--- src/hdl/acp_pkg.sv ---
/*
 * acp_pkg: shared constants and types of the sample/convert control block.
 * Assumes a 16-bit plain register port and a 10-bit converter core on the same clock.
 */
package acp_pkg;
    // register port geometry
    localparam int ADDR_W = 5;
    localparam int DATA_W = 16;
    localparam int RES_W  = 10;
    localparam int BUF_WORDS = 16;
    localparam int PTR_W  = 4;
    localparam int CH_W   = 4;

    // register addresses (word indices)
    localparam logic [ADDR_W-1:0] ADDR_CTRL1    = 5'h00;
    localparam logic [ADDR_W-1:0] ADDR_CTRL2    = 5'h01;
    localparam logic [ADDR_W-1:0] ADDR_SCAN_SEL = 5'h02;
    localparam logic [ADDR_W-1:0] ADDR_CH_SEL   = 5'h03;
    localparam logic [ADDR_W-1:0] ADDR_IRQ_STAT = 5'h04;
    localparam logic [ADDR_W-1:0] ADDR_IRQ_MASK = 5'h05;
    localparam int                BUF_ADDR_BIT  = 4;      // address bit 4 set selects result words

    // sample_convert_control fields
    localparam int C1_TRIG_LSB = 5;
    localparam int C1_TRIG_MSB = 7;
    localparam int C1_AUTO     = 2;
    localparam int C1_SAMP     = 1;
    localparam int C1_DONE     = 0;

    // conversion_setup_control fields
    localparam int C2_REF_LSB  = 13;
    localparam int C2_REF_MSB  = 15;
    localparam int C2_RSVD     = 12;
    localparam int C2_SCAN     = 10;
    localparam int C2_HALF     = 7;
    localparam int C2_SPI_LSB  = 2;
    localparam int C2_SPI_MSB  = 5;
    localparam int C2_SPLIT    = 1;
    localparam int C2_ALT      = 0;

    // channel select register fields
    localparam int CH_A_LSB = 0;
    localparam int CH_B_LSB = 8;

    // interrupt status / mask bits
    localparam int IRQ_W       = 2;
    localparam int IRQ_SEQ     = 0;
    localparam int IRQ_DONE    = 1;

    // trigger source codes
    localparam logic [2:0] TRIG_MANUAL = 3'h0;
    localparam logic [2:0] TRIG_PIN    = 3'h1;
    localparam logic [2:0] TRIG_TMR_A  = 3'h2;
    localparam logic [2:0] TRIG_TMR_B  = 3'h3;
    localparam logic [2:0] TRIG_EVT_A  = 3'h4;
    localparam logic [2:0] TRIG_EVT_B  = 3'h6;
    localparam logic [2:0] TRIG_AUTO   = 3'h7;

    // reference select codes
    localparam logic [2:0] REF_SUPPLY  = 3'h0;
    localparam logic [2:0] REF_EXT_POS = 3'h1;
    localparam logic [2:0] REF_EXT_NEG = 3'h2;
    localparam logic [2:0] REF_EXT_BOTH = 3'h3;

    // timing
    localparam int CLK_PERIOD_NS   = 100;
    localparam int AUTO_SAMPLE_NS  = 1000;
    localparam int AUTO_SAMPLE_CYC = (AUTO_SAMPLE_NS + CLK_PERIOD_NS - 1) / CLK_PERIOD_NS;
    localparam int SAMP_CNT_W      = 8;

    typedef enum logic [1:0] {
        SEQ_IDLE,
        SEQ_SAMPLE,
        SEQ_CONVERT
    } acp_seq_state_t;
endpackage : acp_pkg

--- src/hdl/acp_seq_if.sv ---
/*
 * acp_seq_if: bundle between the register side and the sample/convert sequencer.
 * Assumes both ends run on the same clock.
 */
`timescale 1ns/1ps
interface acp_seq_if;
    logic       set_samp;     // software wrote sample bit to one
    logic       clr_samp;     // software wrote sample bit to zero
    logic       auto_start;
    logic [2:0] trig_src;
    logic       ext_trig;     // one-cycle trigger for the selected source
    logic       conv_ready;   // converter core finished
    logic       sampling;
    logic       converting;
    logic       conv_start;   // one-cycle pulse
    logic       conv_finish;  // one-cycle pulse

    modport ctl (output set_samp, output clr_samp, output auto_start, output trig_src,
                 output ext_trig, output conv_ready,
                 input sampling, input converting, input conv_start, input conv_finish);
    modport seq (input set_samp, input clr_samp, input auto_start, input trig_src,
                 input ext_trig, input conv_ready,
                 output sampling, output converting, output conv_start, output conv_finish);
endinterface : acp_seq_if

--- src/hdl/acp_ctrl.sv ---
/*
 * acp_ctrl: register file, input selection, result buffer and interrupt of the sample/convert block.
 * Assumes a converter core on clk_i that returns a result with a one-cycle ready pulse,
 * same-clock timer/event trigger pulses, and an asynchronous external trigger pin.
 */
// Functional notes
// RULE1 - with auto start off, writing one to the sample bit starts acquisition.
// RULE2 - with trigger code 000, writing zero to the sample bit ends acquisition and starts conversion.
// RULE3 - the sample bit reads one while acquiring and zero while holding.
// RULE4 - the reference field picks supply/ground or external pins; codes with the top bit set act as 000.
// RULE5 - software keeps reserved bit 12 of the setup register at zero.
// RULE6 - with scan on, selector A steps through the channels enabled in the scan select register.
// RULE7 - with scan off, selector A uses the fixed channel A select bits.
// RULE8 - in split mode the half flag reads one while words 8 to 15 are being filled.
// RULE9 - in split mode the half flag reads zero while words 0 to 7 are being filled.
// RULE10 - field value N raises the interrupt after every N+1 sequences.
// RULE11 - with split mode set the buffer is two eight-word halves.
// RULE12 - with split mode clear the buffer is one sixteen-word store filled from word 0.
// RULE13 - with alternate mode set conversions alternate A then B, starting with A.
// RULE14 - with alternate mode clear every conversion uses selector A.
// RULE15 - the half flag only means something in split mode.
// RULE16 - code 000 ends sampling only by software, code 111 by an internal counter.
// RULE17 - the done flag sets at conversion end, clears at the next start or by software without side effects.
`timescale 1ns/1ps
module acp_ctrl
    import acp_pkg::*;
#(
    parameter int AUTO_SAMPLE_CYCLES = AUTO_SAMPLE_CYC
) (
    input  wire logic              clk_i,
    input  wire logic              nrst_i,
    input  wire logic [ADDR_W-1:0] addr_i,
    input  wire logic [DATA_W-1:0] wdata_i,
    input  wire logic              wr_i,
    input  wire logic              rd_i,
    output logic      [DATA_W-1:0] rdata_o,
    input  wire logic              trig_pin_i,
    input  wire logic              timer_trig_i,
    input  wire logic              event_trig_i,
    input  wire logic              conv_ready_i,
    input  wire logic [RES_W-1:0]  conv_result_i,
    output logic                   sampling_o,
    output logic                   converting_o,
    output logic [CH_W-1:0]        chan_pos_o,
    output logic                   use_sel_b_o,
    output logic                   ref_pos_ext_o,
    output logic                   ref_neg_ext_o,
    output logic                   irq_o
);
    acp_seq_if sq ();

    // software state
    logic [2:0]           trig_src;
    logic                 auto_start;
    logic                 done;
    logic [2:0]           ref_sel;
    logic                 scan_en;
    logic [3:0]           seq_per_irq;
    logic                 split_mode;
    logic                 alt_mode;
    logic [DATA_W-1:0]    scan_sel;
    logic [CH_W-1:0]      chan_a;
    logic [CH_W-1:0]      chan_b;
    logic [IRQ_W-1:0]     irq_stat;
    logic [IRQ_W-1:0]     irq_mask;

    // running state
    logic [CH_W-1:0]      scan_ptr;
    logic                 on_sel_b;
    logic [3:0]           seq_cnt;
    logic [PTR_W-1:0]     wr_ptr;
    logic                 fill_high;
    logic [RES_W-1:0]     result_mem [BUF_WORDS];
    logic [2:0]           pin_sync;

    logic                 wr_c1;
    logic                 wr_c2;
    logic                 seq_event;
    logic [CH_W-1:0]      scan_chan;
    logic                 sel_trig;

    // first enabled scan channel at or after a start position, wrapping
    function automatic logic [CH_W-1:0] scan_pick(input logic [CH_W-1:0] start,
                                                  input logic [DATA_W-1:0] mask);
        logic [CH_W-1:0] idx;
        logic [CH_W-1:0] pick;
        logic            found;
        pick  = start;
        found = 1'b0;
        for (int k = 0; k < BUF_WORDS; k++) begin
            idx = start + CH_W'(k);
            if (!found && mask[idx]) begin
                pick  = idx;
                found = 1'b1;
            end
        end
        return pick;
    endfunction : scan_pick

    // register address decode
    function automatic logic hit(input logic [ADDR_W-1:0] a, input logic [ADDR_W-1:0] reg_addr);
        return (a == reg_addr);
    endfunction : hit

    assign wr_c1     = wr_i && hit(addr_i, ADDR_CTRL1);
    assign wr_c2     = wr_i && hit(addr_i, ADDR_CTRL2);
    assign seq_event = sq.conv_finish && (seq_cnt == seq_per_irq);   // RULE10
    assign scan_chan = scan_pick(scan_ptr, scan_sel);                // RULE6

    // trigger pin synchroniser and rising edge
    always_ff @(posedge clk_i) begin
        if (!nrst_i) begin
            pin_sync <= 3'h0;
        end else begin
            pin_sync <= {pin_sync[1:0], trig_pin_i};
        end
    end

    // pick the trigger pulse matching the source code
    always_comb begin
        unique case (trig_src)
            TRIG_PIN:               sel_trig = pin_sync[1] && !pin_sync[2];
            TRIG_TMR_A, TRIG_TMR_B: sel_trig = timer_trig_i;
            TRIG_EVT_A, TRIG_EVT_B: sel_trig = event_trig_i;
            default:                sel_trig = 1'b0;
        endcase
    end

    // drive the sequencer
    assign sq.set_samp   = wr_c1 && wdata_i[C1_SAMP] && !auto_start;     // RULE1
    assign sq.clr_samp   = wr_c1 && !wdata_i[C1_SAMP];                   // RULE2
    assign sq.auto_start = auto_start;
    assign sq.trig_src   = trig_src;
    assign sq.ext_trig   = sel_trig;
    assign sq.conv_ready = conv_ready_i;

    acp_sequencer #(
        .AUTO_SAMPLE_CYCLES (AUTO_SAMPLE_CYCLES)
    ) u_seq (
        .clk_i  (clk_i),
        .nrst_i (nrst_i),
        .sq     (sq)
    );

    // sample_convert_control writable fields
    always_ff @(posedge clk_i) begin
        if (!nrst_i) begin
            trig_src   <= TRIG_MANUAL;
            auto_start <= 1'b0;
        end else if (wr_c1) begin
            trig_src   <= wdata_i[C1_TRIG_MSB:C1_TRIG_LSB];
            auto_start <= wdata_i[C1_AUTO];
        end
    end

    // conversion done flag, set wins over clear
    always_ff @(posedge clk_i) begin
        if (!nrst_i) begin
            done <= 1'b0;
        end else if (sq.conv_finish) begin
            done <= 1'b1;                                               // RULE17
        end else if (sq.conv_start || (wr_c1 && !wdata_i[C1_DONE])) begin
            done <= 1'b0;                                               // RULE17
        end
    end

    // conversion_setup_control writable fields
    always_ff @(posedge clk_i) begin
        if (!nrst_i) begin
            ref_sel     <= REF_SUPPLY;
            scan_en     <= 1'b0;
            seq_per_irq <= 4'h0;
            split_mode  <= 1'b0;
            alt_mode    <= 1'b0;
        end else if (wr_c2) begin
            ref_sel     <= wdata_i[C2_REF_MSB:C2_REF_LSB];
            scan_en     <= wdata_i[C2_SCAN];
            seq_per_irq <= wdata_i[C2_SPI_MSB:C2_SPI_LSB];
            split_mode  <= wdata_i[C2_SPLIT];
            alt_mode    <= wdata_i[C2_ALT];
        end
    end

    // channel select, scan select and interrupt mask registers
    always_ff @(posedge clk_i) begin
        if (!nrst_i) begin
            scan_sel <= 16'h0000;
            chan_a   <= 4'h0;
            chan_b   <= 4'h0;
            irq_mask <= 2'h0;
        end else if (wr_i) begin
            if (hit(addr_i, ADDR_SCAN_SEL)) begin
                scan_sel <= wdata_i;
            end
            if (hit(addr_i, ADDR_CH_SEL)) begin
                chan_a <= wdata_i[CH_A_LSB +: CH_W];
                chan_b <= wdata_i[CH_B_LSB +: CH_W];
            end
            if (hit(addr_i, ADDR_IRQ_MASK)) begin
                irq_mask <= wdata_i[IRQ_W-1:0];
            end
        end
    end

    // selector A/B alternation and scan position
    always_ff @(posedge clk_i) begin
        if (!nrst_i || wr_c2) begin
            on_sel_b <= 1'b0;                                           // RULE13
            scan_ptr <= 4'h0;
        end else if (sq.conv_finish) begin
            on_sel_b <= alt_mode && !on_sel_b;                          // RULE13 RULE14
            if (scan_en && !on_sel_b) begin
                scan_ptr <= scan_chan + 1'b1;                           // RULE6
            end
        end
    end

    // sequence counter, fill pointer and fill half
    always_ff @(posedge clk_i) begin
        if (!nrst_i || wr_c2) begin
            seq_cnt   <= 4'h0;
            wr_ptr    <= 4'h0;
            fill_high <= 1'b0;
        end else if (sq.conv_finish) begin
            if (seq_event) begin
                seq_cnt <= 4'h0;
                if (split_mode) begin
                    fill_high <= !fill_high;                            // RULE8 RULE9 RULE11
                    wr_ptr    <= {!fill_high, 3'h0};                    // RULE11
                end else begin
                    wr_ptr    <= 4'h0;                                  // RULE12
                end
            end else begin
                seq_cnt <= seq_cnt + 1'b1;
                if (split_mode) begin
                    wr_ptr <= {fill_high, wr_ptr[2:0] + 3'h1};          // RULE11
                end else begin
                    wr_ptr <= wr_ptr + 1'b1;                            // RULE12
                end
            end
        end
    end

    // result store
    always_ff @(posedge clk_i) begin
        if (conv_ready_i && sq.converting) begin
            result_mem[wr_ptr] <= conv_result_i;
        end
    end

    // sticky interrupt status, read clears, set wins
    always_ff @(posedge clk_i) begin
        if (!nrst_i) begin
            irq_stat <= 2'h0;
        end else begin
            for (int b = 0; b < IRQ_W; b++) begin
                if ((b == IRQ_SEQ && seq_event) || (b == IRQ_DONE && sq.conv_finish)) begin
                    irq_stat[b] <= 1'b1;                                // RULE10
                end else if (rd_i && hit(addr_i, ADDR_IRQ_STAT)) begin
                    irq_stat[b] <= 1'b0;
                end
            end
        end
    end

    // register read port, data one cycle after the strobe
    always_ff @(posedge clk_i) begin
        if (!nrst_i) begin
            rdata_o <= 16'h0000;
        end else if (rd_i) begin
            rdata_o <= 16'h0000;
            if (addr_i[BUF_ADDR_BIT]) begin
                rdata_o[RES_W-1:0] <= result_mem[addr_i[PTR_W-1:0]];
            end else if (hit(addr_i, ADDR_CTRL1)) begin
                rdata_o[C1_TRIG_MSB:C1_TRIG_LSB] <= trig_src;
                rdata_o[C1_AUTO]                 <= auto_start;
                rdata_o[C1_SAMP]                 <= sq.sampling;        // RULE3
                rdata_o[C1_DONE]                 <= done;
            end else if (hit(addr_i, ADDR_CTRL2)) begin
                rdata_o[C2_REF_MSB:C2_REF_LSB]   <= ref_sel;
                rdata_o[C2_SCAN]                 <= scan_en;
                rdata_o[C2_HALF]                 <= split_mode && fill_high;  // RULE8 RULE9 RULE15
                rdata_o[C2_SPI_MSB:C2_SPI_LSB]   <= seq_per_irq;
                rdata_o[C2_SPLIT]                <= split_mode;
                rdata_o[C2_ALT]                  <= alt_mode;
            end else if (hit(addr_i, ADDR_SCAN_SEL)) begin
                rdata_o <= scan_sel;
            end else if (hit(addr_i, ADDR_CH_SEL)) begin
                rdata_o[CH_A_LSB +: CH_W] <= chan_a;
                rdata_o[CH_B_LSB +: CH_W] <= chan_b;
            end else if (hit(addr_i, ADDR_IRQ_STAT)) begin
                rdata_o[IRQ_W-1:0] <= irq_stat;
            end else if (hit(addr_i, ADDR_IRQ_MASK)) begin
                rdata_o[IRQ_W-1:0] <= irq_mask;
            end
        end
    end

    // analog front end controls
    always_ff @(posedge clk_i) begin
        if (!nrst_i) begin
            chan_pos_o    <= 4'h0;
            use_sel_b_o   <= 1'b0;
            ref_pos_ext_o <= 1'b0;
            ref_neg_ext_o <= 1'b0;
        end else begin
            use_sel_b_o   <= on_sel_b;                                  // RULE13 RULE14
            if (on_sel_b) begin
                chan_pos_o <= chan_b;
            end else begin
                chan_pos_o <= scan_en ? scan_chan : chan_a;             // RULE6 RULE7
            end
            ref_pos_ext_o <= (ref_sel == REF_EXT_POS) || (ref_sel == REF_EXT_BOTH);  // RULE4
            ref_neg_ext_o <= (ref_sel == REF_EXT_NEG) || (ref_sel == REF_EXT_BOTH);  // RULE4
        end
    end

    // sequencer state and interrupt level
    always_ff @(posedge clk_i) begin
        if (!nrst_i) begin
            sampling_o   <= 1'b0;
            converting_o <= 1'b0;
            irq_o        <= 1'b0;
        end else begin
            sampling_o   <= sq.sampling;
            converting_o <= sq.converting;
            irq_o        <= |(irq_stat & irq_mask);
        end
    end
endmodule : acp_ctrl

--- src/hdl/acp_sequencer.sv ---
/*
 * acp_sequencer: sample / hold / convert state machine.
 * Assumes the converter core reports completion with a one-cycle pulse.
 */
`timescale 1ns/1ps
module acp_sequencer
    import acp_pkg::*;
#(
    parameter int AUTO_SAMPLE_CYCLES = AUTO_SAMPLE_CYC
) (
    input  wire logic clk_i,
    input  wire logic nrst_i,
    acp_seq_if.seq    sq
);
    acp_seq_state_t            state;
    acp_seq_state_t            next_state;
    logic [SAMP_CNT_W-1:0]     samp_cnt;
    logic                      end_sample;

    localparam logic [SAMP_CNT_W-1:0] SAMP_LAST = SAMP_CNT_W'(AUTO_SAMPLE_CYCLES - 1);

    // event that ends sampling, chosen by trigger source
    always_comb begin
        unique case (sq.trig_src)
            TRIG_MANUAL: end_sample = sq.clr_samp;                 // RULE2 RULE16
            TRIG_AUTO:   end_sample = (samp_cnt == SAMP_LAST);      // RULE16
            TRIG_PIN, TRIG_TMR_A, TRIG_TMR_B, TRIG_EVT_A, TRIG_EVT_B: end_sample = sq.ext_trig;
            default:     end_sample = 1'b0;                        // reserved code never converts
        endcase
    end

    // next state
    always_comb begin
        next_state = state;
        unique case (state)
            SEQ_IDLE: begin
                if ((sq.set_samp && !sq.auto_start) || sq.auto_start) begin
                    next_state = SEQ_SAMPLE;                        // RULE1
                end
            end
            SEQ_SAMPLE: begin
                if (end_sample) begin
                    next_state = SEQ_CONVERT;
                end
            end
            SEQ_CONVERT: begin
                if (sq.conv_ready) begin
                    next_state = sq.auto_start ? SEQ_SAMPLE : SEQ_IDLE;
                end
            end
        endcase
    end

    // state register and status flops
    always_ff @(posedge clk_i) begin
        if (!nrst_i) begin
            state          <= SEQ_IDLE;
            sq.sampling    <= 1'b0;
            sq.converting  <= 1'b0;
            sq.conv_start  <= 1'b0;
            sq.conv_finish <= 1'b0;
        end else begin
            state          <= next_state;
            sq.sampling    <= (next_state == SEQ_SAMPLE);           // RULE3
            sq.converting  <= (next_state == SEQ_CONVERT);
            sq.conv_start  <= (state == SEQ_SAMPLE) && (next_state == SEQ_CONVERT);
            sq.conv_finish <= (state == SEQ_CONVERT) && sq.conv_ready;
        end
    end

    // sample time counter for the automatic trigger
    always_ff @(posedge clk_i) begin
        if (!nrst_i || state != SEQ_SAMPLE) begin
            samp_cnt <= '0;
        end else if (samp_cnt != SAMP_LAST) begin
            samp_cnt <= samp_cnt + 1'b1;
        end
    end
endmodule : acp_sequencer

--- config.mk ---
export PLATFORM = sky130hd
export DESIGN_NAME = acp_ctrl
export DESIGN_NICKNAME = d
export VERILOG_FILES = /design/src/hdl/acp_pkg.sv /design/src/hdl/acp_seq_if.sv /design/src/hdl/acp_ctrl.sv /design/src/hdl/acp_sequencer.sv
export SDC_FILE = /design/constraint.sdc
export NUM_CORES = 1
export LEC_CHECK = 0
export BUFFER_PORTS_ARGS = -buffer_cell sky130_fd_sc_hd__buf_2
export CORE_MARGIN = 2
export CORE_UTILIZATION = 55
export CTS_CLUSTER_DIAMETER = 100
export DETAILED_ROUTE_END_ITERATION = 7
export GPL_ROUTABILITY_DRIVEN = 1
export PLACE_DENSITY = 0.7
export SLEW_MARGIN = 20
export SYNTH_ARGS = -nofsm -noshare
export SYNTH_HDL_FRONTEND = slang
export SYNTH_HIERARCHICAL = 1
export SYNTH_SLANG_ARGS = --single-unit
export TNS_END_PERCENT = 5
--- constraint.sdc ---
create_clock -name clk_i -period 6.1 [get_ports clk_i]
set_input_delay 0.61 -clock clk_i [delete_from_list [all_inputs] [get_ports clk_i]]
set_output_delay 0.61 -clock clk_i [all_outputs]
set_load 0.05 [all_outputs]
# [Yosys cells after proc, flatten, opt, wreduce, memory -nomap -nowiden]
# Memories as Yosys holds them, arrays and structs flattened.
# Cells that the tools add are included.
[word_totals] regBits=100 latchBits=0 ramBits=160 romBits=0 inputBits=39 out_inout_bits=26 wordCells=272 memories=1
[classes] addsub=20 multipliers=0 n_div=0 order_cmp=16 eq_ne=22 shifts=0 n_mux=104 bitwise=1 n_reduce_logical=74
[mem_list] memory="result_mem" words=16 word_bits=10 read_ports=1 rd_clocked_by_memory_dff=0 write_ports=1 line_no="acp_ctrl.sv:73" source="logic [RES_W-1:0] result_mem [BUF_WORDS];"
[ops] operator="$mux W4" n=26
[ops] operator="$lt A4 B5 Y1 const B" n=16
[ops] operator="$bmux W1 S4" n=16
[ops] operator="$mux W1" n=42
[ops] operator="$add A4 B4 Y4 const B" n=8
[ops] operator="$logic_and A1 B1 Y1" n=31
[ops] operator="$logic_not A1 Y1" n=22
[ops] operator="$mux W2" n=10
[ops] operator="$add A4 B1 Y4 const B" n=4
[ops] operator="$add A4 B3 Y4 const B" n=4
[ops] operator="$eq A3 B2 Y1 const B" n=4
[ops] operator="$mux W6" n=2
[ops] operator="$eq A5 B2 Y1 const B" n=2
[ops] operator="$eq A5 B3 Y1 const B" n=2
[ops] operator="$mux W10" n=1
[ops] operator="$eq A3 B3 Y1 const B" n=3
[ops] operator="$mux W3" n=3
[ops] operator="$add A4 B2 Y4 const B" n=2
[ops] operator="$add A8 B1 Y8 const B" n=1
[ops] operator="$eq A8 B4 Y1 const B" n=1
[ops] operator="$mux W8" n=1
[ops] operator="$ne A8 B4 Y1 const B" n=1
[ops] operator="$reduce_and A2 Y1" n=4
[ops] operator="$eq A3 B1 Y1 const B" n=2
[ops] operator="17 further kinds" n=29

# [Longest topological paths before layout]
# Gate-level depths: netlist of run 1.
[logic_depth] depth_word=50 mapped_depth=20 mapped_depth_nobuf=15

# [Cells and area by module]
# The synthesis of run 1 kept the hierarchy.
[modules_own_cells] module="acp_ctrl" instances=1 cells_each=982 area_per_inst_um2=12510.7 seq_area_each_um2=6526.3
[modules_own_cells] module="acp_sequencer" instances=1 cells_each=78 area_per_inst_um2=716.9 seq_area_each_um2=280.3

# [Worst setup path after synthesis of run 1]
# Ideal clock, no wire load.
[synth_timing] path_kind="flip-flop to flip-flop" start="reg scan_ptr[1]" end="reg scan_ptr[2]" setup_ps=129 arrival_time_ps=4438 required_ps=5971 slack_ps=1533 path_stages_with_launch=20 path_buffers=4 period_less_slack_ps=4567 path_cell_list="dfxtp_1 buf_6 buf_4 buf_6 inv_1 ha_1 clkbuf_1 mux4_2 mux2i_1 mux2i_2 or2_1 nor4_4 nand2_2 or4_1 o31ai_1 nor2b_1 ha_1 xnor2_1 a21oi_1 nor2_1"
[synth_between] elab_chain_cells=49 word_cells_on_any_way=108 cone_classes="add/sub (16); mux (62); reduce/logical (30)"
[synth_lines] element="from (decl)" line_no="acp_ctrl.sv:68" source="logic [CH_W-1:0] scan_ptr;"
[synth_lines] element="from (signal assigned)" line_no="acp_ctrl.sv:213" source="scan_ptr <= scan_chan + 1'b1;"
[synth_lines] element="parallel branches: the longest is 47 deep, another holds $add A4 B1 Y4"
[synth_lines] element="$mux W4 *" line_no="acp_ctrl.sv:92" source="if (!found && mask[idx]) begin"
[synth_lines] element="$add A4 B1 Y4 *" line_no="acp_ctrl.sv:213"
# Mark *: on every way between the ends. The select of a mux whose other input is x is not followed.
# A chain may end at the register's enable or synchronous reset.

# [Worst setup path after layout of run 1]
[layout_timing] start="reg scan_ptr[0]" end="reg scan_ptr[2]"
# Same word-level chain as after synthesis.

==> summary.txt, run 1 <==
Clocking
  – Post_cts resized: 0
  – H-tree levels: 1
  – Cts bufs inserted: 27
  – TritonCTS clock tree: built
  – CTS Root Cell: clkbuf_16
  – Clock latency on the worst-skew pair: about 0.55 ns
  – Clock slew at reported path FFs: 0.06 ns
  – CTS sink cnt: 260
  – Setup repair bufs after CTS: 0
  – Max Buffers Root-to-Sink: 3
  – Cts hold-fix bufs: 0

STA
  – Setup Viol. Count Final: 0
  – Final setup margin: 1.14 ns
  – FMAX: 201 MHz
  – Period Utilization, post-route: 81.4%
  – Hold WS: 0.289 ns
  – Slew @ Worst Pin: 1.16 ns
  – Worst Skew: 0.0240 ns
  – Worst rel slew slack: 22.6%
  – Setup TNS Final: 0 ns
  – Unrepaired setup endpoints after global routing: no
  – Minimum clock period: 4.96 ns
  – Max Transition Viols Final: 0
  – Fin. Hold Viols: 0

Yosys
  – Number of synthesized flops with an enable pin: 160
  – Asr flop ratio synth: 0%
  – Synthesized area: 13200 sq um
  – Fraction of the yosys area taken by sequential cells: between 50% and 60%
  – Register bit total from synthesis: 260
  – Yosys cell types: 86
  – Top FF cell, synth: edfxtp_1
  – Syn avg cell area: 12.5 sq um
  – Synth warn: 6
  – Syn_nets: 1116
  – Cell count after synthesis: 1060

GRT
  – Largest net degree at the start of global routing: 81
  – Vias in the first global route: 8935
  – GR Overflow Total: 0
  – Antenna violations before repair: 0
  – First-pass GRT wire length: 52800 microns
  – Tot GR Track Use: a little over a quarter

Worst setup path
  – CP bufs+invs: 3
  – Data arrival, critical path: approximately 5.4 ns
  – CP Capture Type: flip-flop
  – WP data required: approximately 6.5 ns
  – Kind of critical path: flip-flop to flip-flop
  – Reg2Reg Depth: 17
  – CP startpoint kind: flip-flop
  – Max stage delay cell, worst path: ha_1
  – Crit-path max cell delay: 0.98 ns
  – Register-to-register setup slack: 1.14 ns
  – Levels on crit path: 17
  – Critical path's top delay family: simple AND/OR/NAND/NOR gates
  – Crit path max fanout: 22
  – Crit-path cells: inv_1 -> buf_4 -> ha_1 -> buf_4 -> mux2i_1 -> mux2_2 -> mux4_2 -> o211ai_2 -> nor4_4 -> nand2_2 -> or4_1 -> o31ai_1 -> nor2b_1 -> ha_1 -> xnor2_1 -> a21oi_1 -> nor2_1

Power
  – Tot Pwr: 3.68 mW
  – Pwr Density: between 200 and 250 nW/um^2
  – P_leak: 5.08 nW
  – VDD IR max: 0.000299 V

Layout
  – Share of layout cells above drive strength 1: 21.9%
  – Antenna diode count: 0
  – Area of the multi-input gates: 6070 sq um
  – # fillers: between 1500 and 2000
  – Fin util: 62.7%
  – FF+latch area: between 6000 and 7000 sq um
  – Net count, final: about 1200
  – Area grow syn2layout: 11.7%

Floorplanning
  – DIE AREA: 25300 sq um
  – Die X: 159 microns
  – Row cnt: 56
  – Core area: 23500 sq um
  – # IOs: between 60 and 70
  – Die H: 159 microns
  – Starting Density: 56.2%

Placement
  – Port-buffer cells: 64
  – Place WS: 1.17 ns
  – Final GP Congestion: 0.941
  – Hpwl dp: roughly 23000 microns

Routing
  – Final wirelength: 33800 microns
  – Vias per cell: 6.35
  – DR DRC count: 0
  – Vias: 9240
  – Antenna viol nets, final: 0
  – DR WL/cell: 23.2 microns
  – Initial DRC Count: between 1000 and 1500
  – Pre-Repair DR Iteration Count: 6

Run
  – Max_cap viols: 0

Worst hold path
  – Hold Crit Depth: 2
  – Type of the worst min-delay path: input port to flip-flop

Status
  – Status: complete, no violations
-- worst reg2reg max path, delay by kind of cell, from the launching register on --
family / cells / cell delay (ns)
buf+inv: 3 / 0.53
flops: 1 / 0.32
simple gates: 5 / 1.44
fa+ha+maj: 2 / 1.18
compound gates: 3 / 0.51
xor+xnor: 1 / 0.08
mux: 3 / 0.77
-- path summary, 6_finish.rpt --
check / end / from
worst max-delay path: scan_ptr[2] / scan_ptr[0]
worst min-delay path: pin_sync[0] / trig_pin_i
worst max register to register: scan_ptr[2] / scan_ptr[0]
worst min register to register: pin_sync[1] / pin_sync[0]
-- placed cells by master (no fill, tap or decap), types with 17 or more instances in the layout --
cell type,count
edfxtp_1,160
buf_2,63
o21ai_0,20
mux2i_1,42
a21boi_0,40
mux2_2,18
nor2_1,59
nand3_1,32
dfxtp_1,100
a21oi_1,41
ha_1,17
inv_1,20
nand2_1,115
mux4_2,70
buf_4,29
clkbuf_16,27
nor2b_1,22
-- synthesized netlist by cell type, types with 17 or more instances --
cell type | n | area, sq um
dfxtp_1 | 100 | 2000
o21ai_0 | 20 | 100
ha_1 | 17 | 213
clkbuf_1 | 46 | 173
mux2_2 | 18 | 203
a21oi_1 | 41 | 205
inv_1 | 20 | 75.1
nand3_1 | 32 | 160
nand2_1 | 115 | 432
mux4_2 | 70 | 1580
mux2i_1 | 42 | 420
a21boi_0 | 40 | 300
nor2b_1 | 22 | 138
edfxtp_1 | 160 | 4800
nor2_1 | 62 | 233
-- kinds of logic (layout without fill, tap and decap cells) --
group           Yosys count  after routing  share of synthesized area [%]
compound gates          204            204                           11.1
xor+xnor                 28             28                           2.00
fa+ha+maj                17             17                           1.61
buf+inv                  87            162                           2.73
flops                   260            260                           51.5
mux                     144            144                           19.1
simple gates            320            320                           12.0
-- sequential cells by signal, indices dropped and copies added (netlist names), 8 cells and up --
| signal | count |
|---|---|
| u_seq/samp_cnt | 8 |
| rdata_o | 16 |
| result_mem | 160 |
| scan_sel | 16 |
-- per-stage QoR --
stage                     cell area (sq um)  std cells
after floorplan                       13200       1060
after global placement                13900       1405
after detailed placement              13900       1405
after CTS                             14800       1454
after global routing                  14800       1454
final                                 14800       1454
-- metal layers --
layer  part of all wire [%]  track usage (%)  up-vias
li1                       -                -     4167
met1                     43             38.1     4578
met2                     48             43.3      420
met3                    6.6             4.06       75
met4                    2.6             6.74        0
met5                      0                0        -
-- cell type report --
type | instances | share of cell area [%]
Tap cell | 319 | 2.70
Sequential cell | 260 | 46.1
Timing Repair Buffer | 92 | 3.61
Clock buffer | 42 | 5.43
Multi-Input combinational cell | 713 | 41.1
Clock inverter | 7 | 0.551
Inverter | 21 | 0.534
-- power by group --
part	leakage, nW	switching (mW)	internal (mW)
sequential	2.25	0.00804	1.87
combinational	2.41	0.117	0.0756
clock	0.433	0.660	0.949
No activity file was read; power rests on OpenSTA's default activity.
==> inputs of run 2 (changes only) <==
==> constraint.sdc (replaced) <==
create_clock -name clk_i -period 5.1 [get_ports clk_i]
set_input_delay 0.51 -clock clk_i [delete_from_list [all_inputs] [get_ports clk_i]]
set_output_delay 0.51 -clock clk_i [all_outputs]
set_load 0.05 [all_outputs]
==> run 2 against run 1 <==
  * Die area stayed put
  * Setup slack worse by 0.52 ns
  * Worst hold slack worse by 0.10 ns
  * Flip-flop and latch count stayed put
  * Sequential share of layout area hardly changed
  * Core utilization hardly changed
  * Register-to-register slack worse by 0.52 ns
  * Non-clock buffer count is 2 higher
  * Largest power group unchanged
  * Combinational power is 19% higher
  * Critical path depth is 1 lower
==> summary.txt, run 2 (synthesis results as in run 1) <==
Routing
  – Antenna viol nets, final: 0
  – Initial DRC Count: 969
  – Vias per cell: about 6.3
  – DR DRC count: 0
  – Final wirelength: 33400 microns
  – Vias: 9201
  – DR WL/cell: 23.0 microns
  – Pre-Repair DR Iteration Count: 5

GRT
  – First-pass GRT wire length: around 51000 microns
  – GR Overflow Total: 0
  – Tot GR Track Use: about a quarter
  – Vias in the first global route: between 8000 and 9000
  – Largest net degree at the start of global routing: 80
  – Antenna violations before repair: 0

Power
  – Pwr Density: 297 nW/um^2
  – P_leak: roughly 5.1 nW
  – VDD IR max: 0.000381 V

Placement
  – Port-buffer cells: 64
  – Final GP Congestion: between 0.9 and 1
  – Hpwl dp: 22000 microns

Clocking
  – Cts hold-fix bufs: 0
  – CTS sink cnt: 260
  – Cts bufs inserted: 25
  – Post_cts resized: 0
  – CTS Root Cell: clkbuf_16
  – TritonCTS clock tree: built
  – Clock latency on the worst-skew pair: 0.54 ns
  – Max Buffers Root-to-Sink: 3
  – Clock slew at reported path FFs: 0.07 ns
  – Setup repair bufs after CTS: 0
  – H-tree levels: 1

Worst setup path
  – Cell mode on critical path: ha_1
  – Kind of critical path: flip-flop to flip-flop
  – WP data required: 5.51 ns
  – Crit-path max cell delay: approximately 0.56 ns
  – CP bufs+invs: 2
  – Reg2Reg Depth: 16
  – Crit path max fanout: 9
  – CP Capture Type: flip-flop
  – Reg2Reg Launch Point: scan_ptr[1]
  – Critical path's top delay family: simple AND/OR/NAND/NOR gates
  – CP startpoint kind: flip-flop
  – Crit-path cells: inv_1 -> buf_4 -> ha_1 -> mux4_2 -> mux2i_1 -> mux2_2 -> o211ai_2 -> nor4_4 -> nand2_2 -> or4_1 -> o31ai_1 -> nor2b_1 -> ha_1 -> xnor2_1 -> a21oi_1 -> nor2_1
  – Reg-to-reg endpoint: scan_ptr[2]
  – Data arrival, critical path: between 4 and 5 ns
  – Levels on crit path: 16
  – Crit path launch: scan_ptr[1]
  – Critical Path Sink: scan_ptr[2]
  – Register-to-register setup slack: 0.61 ns
  – Max stage delay cell, worst path: ha_1

Worst hold path
  – Hold Crit Depth: 2
  – Type of the worst min-delay path: input port to flip-flop

Floorplanning
  – # IOs: 65
  – Die H: 159 microns
  – DIE AREA: 25300 sq um
  – Row cnt: 56
  – Die X: 159 microns
  – Core area: 23500 sq um
  – Starting Density: 56.2%

STA
  – FMAX: 223 MHz
  – Worst rel slew slack: 37.7%
  – Period Utilization, post-route: 88.0%
  – Hold WS: 0.184 ns
  – Worst Skew: ~0.015 ns
  – Setup TNS Final: 0 ns
  – Unrepaired setup endpoints after global routing: no
  – Minimum clock period: 4.49 ns
  – Slew @ Worst Pin: 0.909 ns
  – Setup Viol. Count Final: 0
  – Fin. Hold Viols: 0
  – Max Transition Viols Final: 0

Layout
  – Area grow syn2layout: 11.6%
  – Commonest non-fill, non-tap cell in the layout: edfxtp_1
  – Area of the multi-input gates: 6070 sq um
  – Largest regs: result_mem (160), rdata_o (16), scan_sel (16)
  – Net count, final: 1171
  – Top reg by flops: result_mem
  – Most frequent cells in the layout: edfxtp_1, nand2_1, dfxtp_1, mux4_2, buf_2
  – Share of layout cells above drive strength 1: between 20% and 30%
  – FF+latch area: 6810 sq um
  – Antenna diode count: 0
  – Largest register FFs: 160
  – # fillers: 1830

Run
  – Max_cap viols: 0

Status
  – Status: complete, no violations
-- run 2: changes by cell type in the layout (fill, tap and decap cells not counted), sizes merged --
cell      delta
bufinv       +1
clkinvlp     -1
clkbuf       -6
buf          +2
clkinv       +3
-- run 2: area by class of cell --
| type | instances | share of cell area [%] |
|---|---|---|
| Timing Repair Buffer | 94 | 3.71 |
| Sequential cell | 260 | 46.1 |
| Clock inverter | 10 | 0.788 |
| Tap cell | 319 | 2.70 |
| Multi-Input combinational cell | 713 | 41.1 |
| Inverter | 21 | 0.534 |
| Clock buffer | 36 | 5.07 |
-- run 2: how the worst min path moves through the flow --
stage | from | to | slack, ns
floorplan | pin_sync[0] | pin_sync[1] | 0.41
global placement | pin_sync[0] | pin_sync[1] | 0.42
detailed placement | pin_sync[0] | pin_sync[1] | 0.42
CTS | trig_pin_i | pin_sync[0] | 0.18
global route | trig_pin_i | pin_sync[0] | 0.19
finish | trig_pin_i | pin_sync[0] | 0.18
-- run 2: routing by layer --
| metal | up-vias | part of all wire, % | global-route usage, % |
|---|---|---|---|
| met3 | 62 | 7.0 | 3.86 |
| met1 | 4552 | 42 | 36.5 |
| met5 | - | 0 | 0 |
| met4 | 0 | 2.6 | 7.27 |
| li1 | 4184 | - | - |
| met2 | 403 | 48 | 42.6 |
-- run 2: per-stage QoR --
| stage | instances | util, % | power [mW] | setup slack, ns | cell area, sq um |
|---|---|---|---|---|---|
| 3_5_place_dp | 1407 | 59.0 | 2.52 | 0.642 | 13900 |
| 2_1_floorplan | 1060 | - | 2.44 | 0.533 | 13200 |
| 3_3_place_gp | 1407 | 59.0 | 2.52 | 0.747 | 13900 |
| 4_1_cts | 1453 | 62.7 | 4.42 | 0.631 | 14800 |
| 6_report | 1453 | 62.7 | 4.39 | 0.613 | 14800 |
| 5_1_grt | 1453 | 62.7 | 4.51 | 0.245 | 14800 |
-- run 2: where the power goes --
part           internal (mW)  total (mW)  switching [mW]
combinational         0.0895       0.229           0.139
clock                   1.13        1.92           0.791
sequential              2.24        2.24         0.00949
